**src/core/brk_pkg.sv**
```systemverilog
// Package with register map, field positions and constants of the address breakpoint unit.
package brk_pkg;
  localparam logic [15:0] ADDR_SIM_BREAK_STATUS    = 16'hFE00;
  localparam logic [15:0] ADDR_BREAK_FLAG_CLR_CTRL = 16'hFE03;
  localparam logic [15:0] ADDR_BKPT_ADDR_HIGH      = 16'hFE0C;
  localparam logic [15:0] ADDR_BKPT_ADDR_LOW       = 16'hFE0D;
  localparam logic [15:0] ADDR_BKPT_STATUS_CTRL    = 16'hFE0E;
  localparam logic [15:0] ADDR_IRQ_STATUS          = 16'hFE10;
  localparam logic [15:0] ADDR_IRQ_MASK            = 16'hFE14;
  localparam int          BIT_MATCH_ENABLE         = 7;
  localparam int          BIT_BREAK_ACTIVE         = 6;
  localparam int          BIT_EXITED_WAIT          = 1;
  localparam int          BIT_FLAG_CLEAR_EN        = 7;
  localparam int          IRQ_BIT_MATCH            = 0;
  localparam int          IRQ_BIT_SOFT             = 1;
  localparam int          IRQ_BIT_WAIT_EXIT        = 2;
  localparam logic [7:0]  RESET_BYTE               = 8'h00;
  localparam logic [2:0]  IRQ_RESET                = 3'h0;
  localparam logic [15:0] VEC_USER                 = 16'hFFFC;
  localparam logic [15:0] VEC_MONITOR              = 16'hFEFC;
  localparam logic [7:0]  SOFT_TRAP_OPCODE         = 8'h83;
  typedef enum logic [1:0] {ST_RUN, ST_PENDING, ST_BREAK} brk_state_e;
endpackage

```
**src/core/address_breakpoint_unit.sv**
```systemverilog
// Address breakpoint unit: APB registers, address compare, break sequencing toward the CPU.
//
// Contract
// With enable set, a full 16-bit address match raises a break request.
// On break the CPU gets the soft trap opcode and user or monitor vector.
// Break waits for instruction end, unless the match is on the final cycle.
// Writing one to the break-active bit triggers a break.
// Break-active is set by a match, reads zero otherwise, reset clears it.
// Handler software clears break-active by writing zero before leaving.
// Match enable is bit 7 of control register, read/write, reset clears it.
// Address high and low registers at FE0C and FE0D reset to zero.
// The return-from-trap instruction ends the break state.
// Timer counters are halted while a break is in progress.
// Watchdog held off during break when reset pin is at test voltage.
// Breaks stay active in wait mode and set exited-wait flag on wake.
// Exited-wait flag is bit 1, cleared by writing zero and by reset.
// In stop mode matching is inactive and registers are unchanged.
// Flags elsewhere clear during break only while clear enable is one.
// Handler may decrement the stacked return address when exited-wait is set.
// The break request is held pending until the CPU accepts it.
//
// The APB slave port was left to the implementer.
`timescale 1ns/1ns
module address_breakpoint_unit
  import brk_pkg::*;
(
  input  wire logic        mclk,
  input  wire logic        srst,
  input  wire logic        psel,
  input  wire logic        penable,
  input  wire logic        pwrite,
  input  wire logic [31:0] paddr,
  input  wire logic [31:0] pwdata,
  input  wire logic [3:0]  pstrb,
  output logic [31:0]      prdata,
  output logic             pready,
  output logic             pslverr,
  input  wire logic [15:0] cpuAddr,
  input  wire logic        cpuAddrValid,
  input  wire logic        instrLastCycle,
  input  wire logic        instrBoundary,
  input  wire logic        returnFromTrap,
  input  wire logic        waitMode,
  input  wire logic        stopMode,
  input  wire logic        monitorMode,
  input  wire logic        resetPinTestVoltage,
  output logic             breakRequest,
  output logic [7:0]       trapOpcode,
  output logic [15:0]      trapVector,
  output logic             breakInProgress,
  output logic             timerHalt,
  output logic             watchdogDisable,
  output logic             flagClearAllowed,
  output logic             irq
);

  brk_state_e state_q;
  logic [7:0]  addrHigh_q;
  logic [7:0]  addrLow_q;
  logic        matchEnable_q;
  logic        breakActive_q;
  logic        exitedWait_q;
  logic        flagClearEn_q;
  logic [2:0]  irqStatus_q;
  logic [2:0]  irqMask_q;
  logic        wasWaiting_q;
  logic        testVolt1_q;
  logic        testVolt2_q;
  logic        setup;
  logic        wrAcc;
  logic        rdAcc;
  logic        addrHit;
  logic        softBreak;
  logic        mapped;
  logic [7:0]  wByte;

  // Register offsets are word indices, so the byte address is four times the offset.
  // Only aligned words with the upper address bits clear select a register.
  function automatic logic isReg(input logic [31:0] a, input logic [15:0] r);
    isReg = (a[31:18] == 14'h0000) && (a[17:2] == r) && (a[1:0] == 2'b00);
  endfunction

  assign wByte = pwdata[7:0];
  assign setup = psel && !penable;
  assign wrAcc = psel && penable && pwrite && pstrb[0] && !pslverr;
  assign rdAcc = psel && penable && !pwrite;
  assign mapped = isReg(paddr, ADDR_SIM_BREAK_STATUS) || isReg(paddr, ADDR_BREAK_FLAG_CLR_CTRL)
               || isReg(paddr, ADDR_BKPT_ADDR_HIGH) || isReg(paddr, ADDR_BKPT_ADDR_LOW)
               || isReg(paddr, ADDR_BKPT_STATUS_CTRL) || isReg(paddr, ADDR_IRQ_STATUS)
               || isReg(paddr, ADDR_IRQ_MASK);

  // Zero wait states; unmapped addresses answer with an error and change nothing.
  assign pready = 1'b1;
  assign pslverr = psel && penable && !mapped;

  // Matching is off in stop mode and when the enable bit is clear.
  assign addrHit = matchEnable_q && !stopMode && cpuAddrValid && (cpuAddr == {addrHigh_q, addrLow_q});
  assign softBreak = wrAcc && isReg(paddr, ADDR_BKPT_STATUS_CTRL) && wByte[BIT_BREAK_ACTIVE] && !breakActive_q;

  always_ff @(posedge mclk) begin
    if (srst) begin
      addrHigh_q <= RESET_BYTE;
      addrLow_q  <= RESET_BYTE;
    end else if (wrAcc && isReg(paddr, ADDR_BKPT_ADDR_HIGH)) begin
      addrHigh_q <= wByte;
    end else if (wrAcc && isReg(paddr, ADDR_BKPT_ADDR_LOW)) begin
      addrLow_q <= wByte;
    end
  end

  always_ff @(posedge mclk) begin
    if (srst) begin
      matchEnable_q <= 1'b0;
      flagClearEn_q <= 1'b0;
    end else if (wrAcc && isReg(paddr, ADDR_BKPT_STATUS_CTRL)) begin
      matchEnable_q <= wByte[BIT_MATCH_ENABLE];
    end else if (wrAcc && isReg(paddr, ADDR_BREAK_FLAG_CLR_CTRL)) begin
      flagClearEn_q <= wByte[BIT_FLAG_CLEAR_EN];
    end
  end

  // A match sets the flag and wins over a clearing write in the same cycle.
  always_ff @(posedge mclk) begin
    if (srst) begin
      breakActive_q <= 1'b0;
    end else if (addrHit || softBreak) begin
      breakActive_q <= 1'b1;
    end else if (wrAcc && isReg(paddr, ADDR_BKPT_STATUS_CTRL) && !wByte[BIT_BREAK_ACTIVE]) begin
      breakActive_q <= 1'b0;
    end
  end

  // Break sequencing toward the CPU.
  always_ff @(posedge mclk) begin
    if (srst) begin
      state_q <= ST_RUN;
    end else begin
      case (state_q)
        ST_RUN: begin
          if (addrHit && instrLastCycle) begin
            state_q <= ST_BREAK;
          end else if (addrHit || softBreak) begin
            state_q <= ST_PENDING;
          end
        end
        ST_PENDING: begin
          if (instrBoundary) begin
            state_q <= ST_BREAK;
          end
        end
        ST_BREAK: begin
          if (returnFromTrap) begin
            state_q <= ST_RUN;
          end
        end
        default: state_q <= ST_RUN;
      endcase
    end
  end

  // Remembers whether the pending break started while the CPU was waiting.
  always_ff @(posedge mclk) begin
    if (srst) begin
      wasWaiting_q <= 1'b0;
    end else if (state_q == ST_RUN) begin
      wasWaiting_q <= waitMode;
    end
  end

  always_ff @(posedge mclk) begin
    if (srst) begin
      exitedWait_q <= 1'b0;
    end else if (state_q != ST_BREAK && breakRequest && (waitMode || wasWaiting_q) && instrBoundary) begin
      exitedWait_q <= 1'b1;
    end else if (wrAcc && isReg(paddr, ADDR_SIM_BREAK_STATUS) && !wByte[BIT_EXITED_WAIT]) begin
      exitedWait_q <= 1'b0;
    end
  end

  always_ff @(posedge mclk) begin
    if (srst) begin
      testVolt1_q <= 1'b0;
      testVolt2_q <= 1'b0;
    end else begin
      testVolt1_q <= resetPinTestVoltage;
      testVolt2_q <= testVolt1_q;
    end
  end

  logic [2:0] irqEvents;
  assign irqEvents = {(state_q != ST_BREAK) && breakRequest && (waitMode || wasWaiting_q) && instrBoundary,
                      softBreak, addrHit};

  // Sticky interrupt status, write one to clear; new events win over the clear.
  always_ff @(posedge mclk) begin
    if (srst) begin
      irqStatus_q <= IRQ_RESET;
    end else if (wrAcc && isReg(paddr, ADDR_IRQ_STATUS)) begin
      irqStatus_q <= (irqStatus_q & ~wByte[2:0]) | irqEvents;
    end else begin
      irqStatus_q <= irqStatus_q | irqEvents;
    end
  end

  always_ff @(posedge mclk) begin
    if (srst) begin
      irqMask_q <= IRQ_RESET;
    end else if (wrAcc && isReg(paddr, ADDR_IRQ_MASK)) begin
      irqMask_q <= wByte[2:0];
    end
  end

  always_ff @(posedge mclk) begin
    if (srst) begin
      prdata <= 32'h0000_0000;
    end else if (setup && !pwrite) begin
      prdata <= 32'h0000_0000;
      if (isReg(paddr, ADDR_SIM_BREAK_STATUS)) begin
        prdata[BIT_EXITED_WAIT] <= exitedWait_q;
      end else if (isReg(paddr, ADDR_BREAK_FLAG_CLR_CTRL)) begin
        prdata[BIT_FLAG_CLEAR_EN] <= flagClearEn_q;
      end else if (isReg(paddr, ADDR_BKPT_ADDR_HIGH)) begin
        prdata[7:0] <= addrHigh_q;
      end else if (isReg(paddr, ADDR_BKPT_ADDR_LOW)) begin
        prdata[7:0] <= addrLow_q;
      end else if (isReg(paddr, ADDR_BKPT_STATUS_CTRL)) begin
        prdata[BIT_MATCH_ENABLE] <= matchEnable_q;
        prdata[BIT_BREAK_ACTIVE] <= breakActive_q;
      end else if (isReg(paddr, ADDR_IRQ_STATUS)) begin
        prdata[2:0] <= irqStatus_q;
      end else if (isReg(paddr, ADDR_IRQ_MASK)) begin
        prdata[2:0] <= irqMask_q;
      end
    end
  end

  assign breakRequest = (state_q == ST_PENDING) || (state_q == ST_RUN && addrHit && instrLastCycle);
  assign breakInProgress = (state_q == ST_BREAK);
  assign trapOpcode = SOFT_TRAP_OPCODE;
  assign trapVector = monitorMode ? VEC_MONITOR : VEC_USER;
  assign timerHalt = (state_q == ST_BREAK);
  assign watchdogDisable = (state_q == ST_BREAK) && testVolt2_q;
  assign flagClearAllowed = (state_q != ST_BREAK) || flagClearEn_q;
  assign irq = |(irqStatus_q & irqMask_q);

  a_match_raises_req: assert property (@(posedge mclk) disable iff (srst)
    (state_q == ST_RUN && addrHit) |-> (breakRequest) or (##1 breakRequest))
    else $error("Address match did not raise a break request.");
  a_pending_holds: assert property (@(posedge mclk) disable iff (srst)
    (state_q == ST_PENDING && !instrBoundary) |=> breakRequest)
    else $error("Pending break request dropped before boundary.");
  a_last_cycle_now: assert property (@(posedge mclk) disable iff (srst)
    (state_q == ST_RUN && addrHit && instrLastCycle) |=> state_q == ST_BREAK)
    else $error("Match on last cycle did not break at once.");
  a_soft_break: assert property (@(posedge mclk) disable iff (srst)
    softBreak |=> breakActive_q && state_q != ST_RUN)
    else $error("Writing break-active did not start a break.");
  a_match_sets_flag: assert property (@(posedge mclk) disable iff (srst)
    addrHit |=> breakActive_q)
    else $error("Match did not set break-active.");
  a_rti_ends_break: assert property (@(posedge mclk) disable iff (srst)
    (state_q == ST_BREAK && returnFromTrap) |=> !timerHalt)
    else $error("Return from trap did not end the break.");
  a_timer_halted: assert property (@(posedge mclk) disable iff (srst)
    $rose(breakInProgress) |-> timerHalt)
    else $error("Timers not halted during break.");
  a_stop_no_match: assert property (@(posedge mclk) disable iff (srst)
    stopMode |-> !addrHit)
    else $error("Match logic active in stop mode.");
  a_flag_clear_gate: assert property (@(posedge mclk) disable iff (srst)
    (breakInProgress && !flagClearEn_q) |-> !flagClearAllowed)
    else $error("Flag clearing allowed in break without enable.");
  a_watchdog_off: assert property (@(posedge mclk) disable iff (srst)
    (breakInProgress && testVolt2_q) |-> watchdogDisable)
    else $error("Watchdog not held off at test voltage.");

  // A pending break enters the break state at the first instruction boundary.
  a_pending_to_break: assert property (@(posedge mclk) disable iff (srst)
    (state_q == ST_PENDING && instrBoundary) |=> breakInProgress)
    else $error("Pending break did not start at the boundary.");

  a_vector_monitor: assert property (@(posedge mclk) disable iff (srst)
    (breakInProgress && monitorMode) |-> trapVector == VEC_MONITOR)
    else $error("Monitor mode break used the wrong vector.");

  a_vector_user: assert property (@(posedge mclk) disable iff (srst)
    (breakInProgress && !monitorMode) |-> trapVector == VEC_USER && trapOpcode == SOFT_TRAP_OPCODE)
    else $error("User mode break used the wrong vector or opcode.");

  a_enable_write: assert property (@(posedge mclk) disable iff (srst)
    (wrAcc && isReg(paddr, ADDR_BKPT_STATUS_CTRL)) |=> matchEnable_q == $past(wByte[BIT_MATCH_ENABLE]))
    else $error("Match enable did not take the written value.");

  a_addr_high_write: assert property (@(posedge mclk) disable iff (srst)
    (wrAcc && isReg(paddr, ADDR_BKPT_ADDR_HIGH)) |=> addrHigh_q == $past(wByte))
    else $error("Address high byte did not take the written value.");

  a_addr_low_write: assert property (@(posedge mclk) disable iff (srst)
    (wrAcc && isReg(paddr, ADDR_BKPT_ADDR_LOW)) |=> addrLow_q == $past(wByte))
    else $error("Address low byte did not take the written value.");

  // Clearing break-active only loses against a match in the same cycle.
  a_active_clear: assert property (@(posedge mclk) disable iff (srst)
    (wrAcc && isReg(paddr, ADDR_BKPT_STATUS_CTRL) && !wByte[BIT_BREAK_ACTIVE] && !addrHit) |=> !breakActive_q)
    else $error("Writing zero did not clear break-active.");

  a_wait_flag_set: assert property (@(posedge mclk) disable iff (srst)
    irqEvents[IRQ_BIT_WAIT_EXIT] |=> exitedWait_q)
    else $error("Break out of wait did not set the exited-wait flag.");

  a_wait_flag_clear: assert property (@(posedge mclk) disable iff (srst)
    (wrAcc && isReg(paddr, ADDR_SIM_BREAK_STATUS) && !wByte[BIT_EXITED_WAIT] && !irqEvents[IRQ_BIT_WAIT_EXIT])
    |=> !exitedWait_q)
    else $error("Writing zero did not clear the exited-wait flag.");

  // Stop mode alone must never disturb the programmed breakpoint.
  a_stop_regs_kept: assert property (@(posedge mclk) disable iff (srst)
    (stopMode && !wrAcc) |=> $stable(addrHigh_q) && $stable(addrLow_q) && $stable(matchEnable_q))
    else $error("Break registers changed in stop mode.");

  c_match_break: cover property (@(posedge mclk) disable iff (srst) addrHit ##[1:20] breakInProgress);
  c_soft_break: cover property (@(posedge mclk) disable iff (srst) softBreak ##[1:20] breakInProgress);
  c_wait_exit: cover property (@(posedge mclk) disable iff (srst) $rose(exitedWait_q));
  c_last_cycle: cover property (@(posedge mclk) disable iff (srst) state_q == ST_RUN && addrHit && instrLastCycle);
  c_stop_blocked: cover property (@(posedge mclk) disable iff (srst)
    stopMode && matchEnable_q && cpuAddrValid && cpuAddr == {addrHigh_q, addrLow_q});

endmodule

```
**config.mk**
```make
export PLATFORM = sky130hd
export DESIGN_NAME = address_breakpoint_unit
export DESIGN_NICKNAME = d
export VERILOG_FILES = /design/src/core/brk_pkg.sv /design/src/core/address_breakpoint_unit.sv
export SDC_FILE = /design/constraint.sdc
export NUM_CORES = 1
export LEC_CHECK = 0
export BUFFER_PORTS_ARGS = -buffer_cell sky130_fd_sc_hd__buf_2
export CAP_MARGIN = 20
export CORE_UTILIZATION = 40
export DETAILED_ROUTE_END_ITERATION = 6
export PLACE_DENSITY = 0.79
export SYNTH_ARGS = -nofsm -noshare
export SYNTH_HDL_FRONTEND = slang
export SYNTH_SLANG_ARGS = --single-unit
```
**constraint.sdc**
```tcl
create_clock -name mclk -period 3.2 [get_ports mclk]
set_clock_uncertainty 0.15 [all_clocks]
set_input_delay 0.64 -clock mclk [delete_from_list [all_inputs] [get_ports mclk]]
set_output_delay 0.64 -clock mclk [all_outputs]
set_load 0.005 [all_outputs]
```
# Word-level counts from Yosys, hierarchy flattened
# Index checks and enable logic that the tools add are counted.
# word_totals
reg_bits,39
output_inout_bits,64
inputBits,97
wordCells,127
# op_classes
n_eq_ne,14
bitwise,7
n_mux,24
reduce_logical,69
# op_table
op,n
== test 16 bit (second input constant),7
logical AND 1 bit,42
two-way mux 3 bit,6
== test 16 bit,1
zero test 14 bit,1
two-way mux 2 bit,6
logical OR 1 bit,10
two-way mux 9 bit,1
zero test 1 bit,8
two-way mux 8 bit,1
two-way mux 1 bit,7
two-way mux 7 bit,1
AND 3 bit,2
two-way mux 6 bit,1
inequality test 2 bit (second input constant),3
bitwise OR 3 bit,2
case mux 2 bit (3 select lines),1
zero test 2 bit,2
AND reduction 2 bit,2
nonzero test 2 bit,2
inequality test 3 bit (second input constant),1
inverter 3 bit,1
AND reduction 3 bit,1
OR reduction 3 bit,1
other kinds (3),4

# Depth between registers and ports, before layout
# logic_depth
depth_word,20
depth_mapped,7
depth_no_buf,5

# Worst setup path after synthesis
# No wires, ideal clock.
# synth_path
path_type,input-to-output
startpoint,in paddr[28]
endpoint,out pslverr
n_path_buf,0
slack_ns,0.793
cell_stages,4
t_arrival_ns,1.617
cell_sequence,nor4b_4 -> nand4_4 -> nor2_1 -> a221oi_1
# synth_via
elab_chain_len,11
word_cells_on_any_way,23
classes_between,reduce/logical: 23
# synth_lines
item,line,source
from (decl),address_breakpoint_unit.sv:32,"input wire logic [31:0] paddr,"
zero test 14 bit (*),address_breakpoint_unit.sv:80,isReg = (a[31:18] == 14'h0000) && (a[17:2] == r) && (a[1:0] == 2'b00);
logical AND 1 bit (2 in a row),address_breakpoint_unit.sv:80,
logical OR 1 bit,address_breakpoint_unit.sv:87,"assign mapped = isReg(paddr, ADDR_SIM_BREAK_STATUS) || isReg(paddr, ADDR_BREAK_FLAG_CLR_CTRL)"
logical OR 1 bit (2 in a row),address_breakpoint_unit.sv:88,"|| isReg(paddr, ADDR_BKPT_ADDR_HIGH) || isReg(paddr, ADDR_BKPT_ADDR_LOW)"
logical OR 1 bit (2 in a row),address_breakpoint_unit.sv:89,"|| isReg(paddr, ADDR_BKPT_STATUS_CTRL) || isReg(paddr, ADDR_IRQ_STATUS)"
logical OR 1 bit (*),address_breakpoint_unit.sv:90,"|| isReg(paddr, ADDR_IRQ_MASK);"
zero test 1 bit (*),address_breakpoint_unit.sv:94,assign pslverr = psel && penable && !mapped;
logical AND 1 bit (*),address_breakpoint_unit.sv:94,
to (decl),address_breakpoint_unit.sv:37,"output logic pslverr,"
# Every way passes the cells marked *; elsewhere a longest branch is shown, timed or not.

# Worst setup path in the final report
# layout_path
startpoint,in paddr[30]
endpoint,out pslverr
# Same word-level chain as after synthesis.

==> run_results.csv <==
group,metric,value,unit
place,dp.cells,470,
floorplan,dieWidth,84.48,um
yosys,syn_area,0.002721,sq mm
routing,avgRoutedWirePerCell,14.22,um
critical_path,crit_chain,"buf_2 > nor4_2 > nand3_1 > nor3_1 > a221oi_1 > buf_2",
critical_path,cpLargestDelayFamily,"simple AND/OR/NAND/NOR gates",
clocking,cts_buffers,5,
routing,ant_nets,0,
critical_path,crit_top_cell,"buf_2",
yosys,synth_cell_types,52,
routing,viasPerCell,5.216,
global_routing,grt_overflow,0,
place,place_hpwl,5304,um
floorplan,io_pins,161,
critical_path,start_kind,"input port",
yosys,synthMuxAreaShare,11.03,%
clocking,clockRootBuffer,"clkbuf_8",
clocking,cts.clk_slew.worst_paths,0.07,ns
outcome,violations,"DRC",
floorplan,die_y,84.48,um
routing,drt_iter0_drc,330,
critical_path,path_buf_inv,2,
yosys,syn_avg_cell_area,8.558,sq um
clocking,cts_buffer_depth,2,
yosys,synth_top_area_share,28.69,%
sta,hold_viol_final,0,
yosys,synth-seq-area-share,28.69,%
hold_path,hold_start,"testVolt1_q",
critical_path,cp-startpoint,"paddr[30]",
critical_path,crit_required,2.41,ns
floorplan,dieArea,0.007137,sq mm
clocking,htree_levels,2,
clocking,clock-sinks,39,
cells_and_area,final_nets,497,
global_routing,grt_pass1_vias,2236,
cells_and_area,multi_input_area,0.001664,sq mm
sta,tns,0,ns
sta,max_freq,0.3627,GHz
critical_path,worstSetupEndpointType,"primary output",
cells_and_area,final-seq-area,780.7,sq um
global_routing,grt_antenna_before_repair,0,
cells_and_area,nFillCells,623,
sta,fin_crit_sh,86.17,%
run,maxCapViolCount,0,
yosys,synth_cells,318,
critical_path,worstReg2RegStart,"addrHigh_q[1]",
cells_and_area,n_antenna_cell,0,
critical_path,cp.arrival,1.97,ns
global_routing,grt_use_total,18.94,%
routing,drtPass1Iterations,7,
yosys,synth_top_cell_by_area,"dfxtp_1",
outcome,status,"finished, violations left",
power,peakVddDrop,0.2648,mV
yosys,synth-edff-count,0,
sta,fin_crit,2.757,ns
floorplan,fp-row-count,29,
critical_path,cp_slowest_stage_delay,0.35,ns
power,p_per_area,313.3,mW/mm^2
cells_and_area,drive_gt1_share,27.50,%
clocking,cts_setup_buffers,0,
clocking,cts_tree,"done",
cells_and_area,final_cell_mix,"85 x buf_2, 48 x conb_1, 43 x nor2_1, 39 x dfxtp_1, 30 x mux2i_1",
power,p_leak,1.299,nW
yosys,synth-simple-area-share,28.00,%
floorplan,core,0.006459,sq mm
sta,report.final.setup_viol,0,
place,gp_congestion,0.8677,
critical_path,cp_max_fo,4,
yosys,ys_seq_elements,39,
clocking,holdBufCountCts,0,
critical_path,critical_path_class,"input port to primary output",
sta,slew_headroom,50.70,%
cells_and_area,instances_no_fill,477,
sta,rsz0062_at_grt,"false",
hold_path,hp-class,"flip-flop to flip-flop",
yosys,synthAdderAreaFrac,0,%
yosys,synthFlopType,"dfxtp_1",
cells_and_area,area_growth,14.71,%
critical_path,worst_path_max_delay_cell,"nor4_2",
routing,wirelength,6782,um
yosys,synth_top_family_by_area,"simple AND/OR/NAND/NOR gates",
yosys,synth-xor-area-share,5.149,%
yosys,yosysWarnings,0,
clocking,worstSkewPairLatency,0.30,ns
routing,vias,2488,
sta,worst_slew_pin_slew,0.7394,ns
place,portBuffers,85,
sta,finalMaxSlewViolations,0,
yosys,synth_compound_area_share,10.34,%
cells_and_area,final_common_cell,"buf_2",
clocking,cts_resized,0,
floorplan,start_util,42.13,%
global_routing,grt_pass1_wl,10520,um
global_routing,grt_max_degree,41,
yosys,synth.area.top_cells,"dfxtp_1 29%, buf_4 14%, mux2i_1 11%, nor2_1 5.9%, xnor2_1 5.1%",
routing,drc,16,
yosys,synthArstFlopShare,0,%
sequential cells by signal, indices dropped and copies added (netlist names), 2 cells and up:
register,cells
irqMask_q,3
irqStatus_q,3
state_q,2
addrHigh_q,8
addrLow_q,8
prdata,8
per-stage QoR:
stage / util, % / hold WS, ns / power [mW] / setup slack (ns) / area, sq um
after floorplan: - / 0.2638 / 0.6142 / 0.7931 / 2894
after global placement: 46.98 / 0.2697 / 0.6387 / 0.4620 / 3034
after detailed placement: 46.98 / 0.2778 / 0.6408 / 0.4436 / 3034
after CTS: 48.33 / 0.2961 / 0.9868 / 0.4434 / 3122
after global routing: 48.33 / 0.3109 / 1.019 / 0.3241 / 3122
final: 48.33 / 0.2946 / 0.9779 / 0.4427 / 3122
area by class of cell:
class                   instances  share of cell area, %
clock inverters                 1                 0.1603
well taps                      77                  3.086
multi-input cells             256                  53.31
flip-flops and latches         39                  25.01
clock buffers                   6                  2.645
repair buffers                 90                  14.83
inverters                       8                 0.9619
report_power, final:
| group | internal, mW | total [mW] | leakage, nW | switching (mW) |
|---|---|---|---|---|
| sequential | 0.487 | 0.488 | 0.315 | 0.000641 |
| clock | 0.169 | 0.346 | 0.0470 | 0.177 |
| combinational | 0.0571 | 0.144 | 0.937 | 0.0870 |
layer usage:
| metal | vias up | track usage, % | part of all wire [%] |
|---|---|---|---|
| li1 | 1191 | - | - |
| met1 | 1140 | 23.70 | 42 |
| met2 | 147 | 31.71 | 47 |
| met3 | 10 | 5.408 | 10 |
| met4 | 0 | 5.547 | 1.1 |
| met5 | - | 0 | 0 |
Yosys cell counts (3+ instances only):
master,number
and4_1,3
nand3b_1,3
o31ai_1,4
clkbuf_1,8
nor2b_1,4
nand2_1,15
a21oi_1,8
a31oi_1,4
nand4_1,6
dfxtp_1,39
inv_1,8
nor3_1,5
a32oi_1,4
o21ai_0,4
nand3_1,8
nor4_4,5
nor4_1,6
nor2_1,43
mux2i_1,30
xnor2_1,16
nand2b_1,5
buf_4,50
cell families after synthesis:
group,after synthesis
simple gates,123
buf+inv,69
compound gates,39
flops,39
mux,30
xor+xnor,16
other cells,2
worst paths after layout:
path         slack (ns)  depth (start not counted)     endpoint
max                0.44                          6      pslverr
min                0.29                          1  testVolt2_q
max reg2reg        1.20                          5   state_q[0]
min reg2reg        0.29                          1  testVolt2_q
Note: power is estimated with default switching activity, not from simulation.
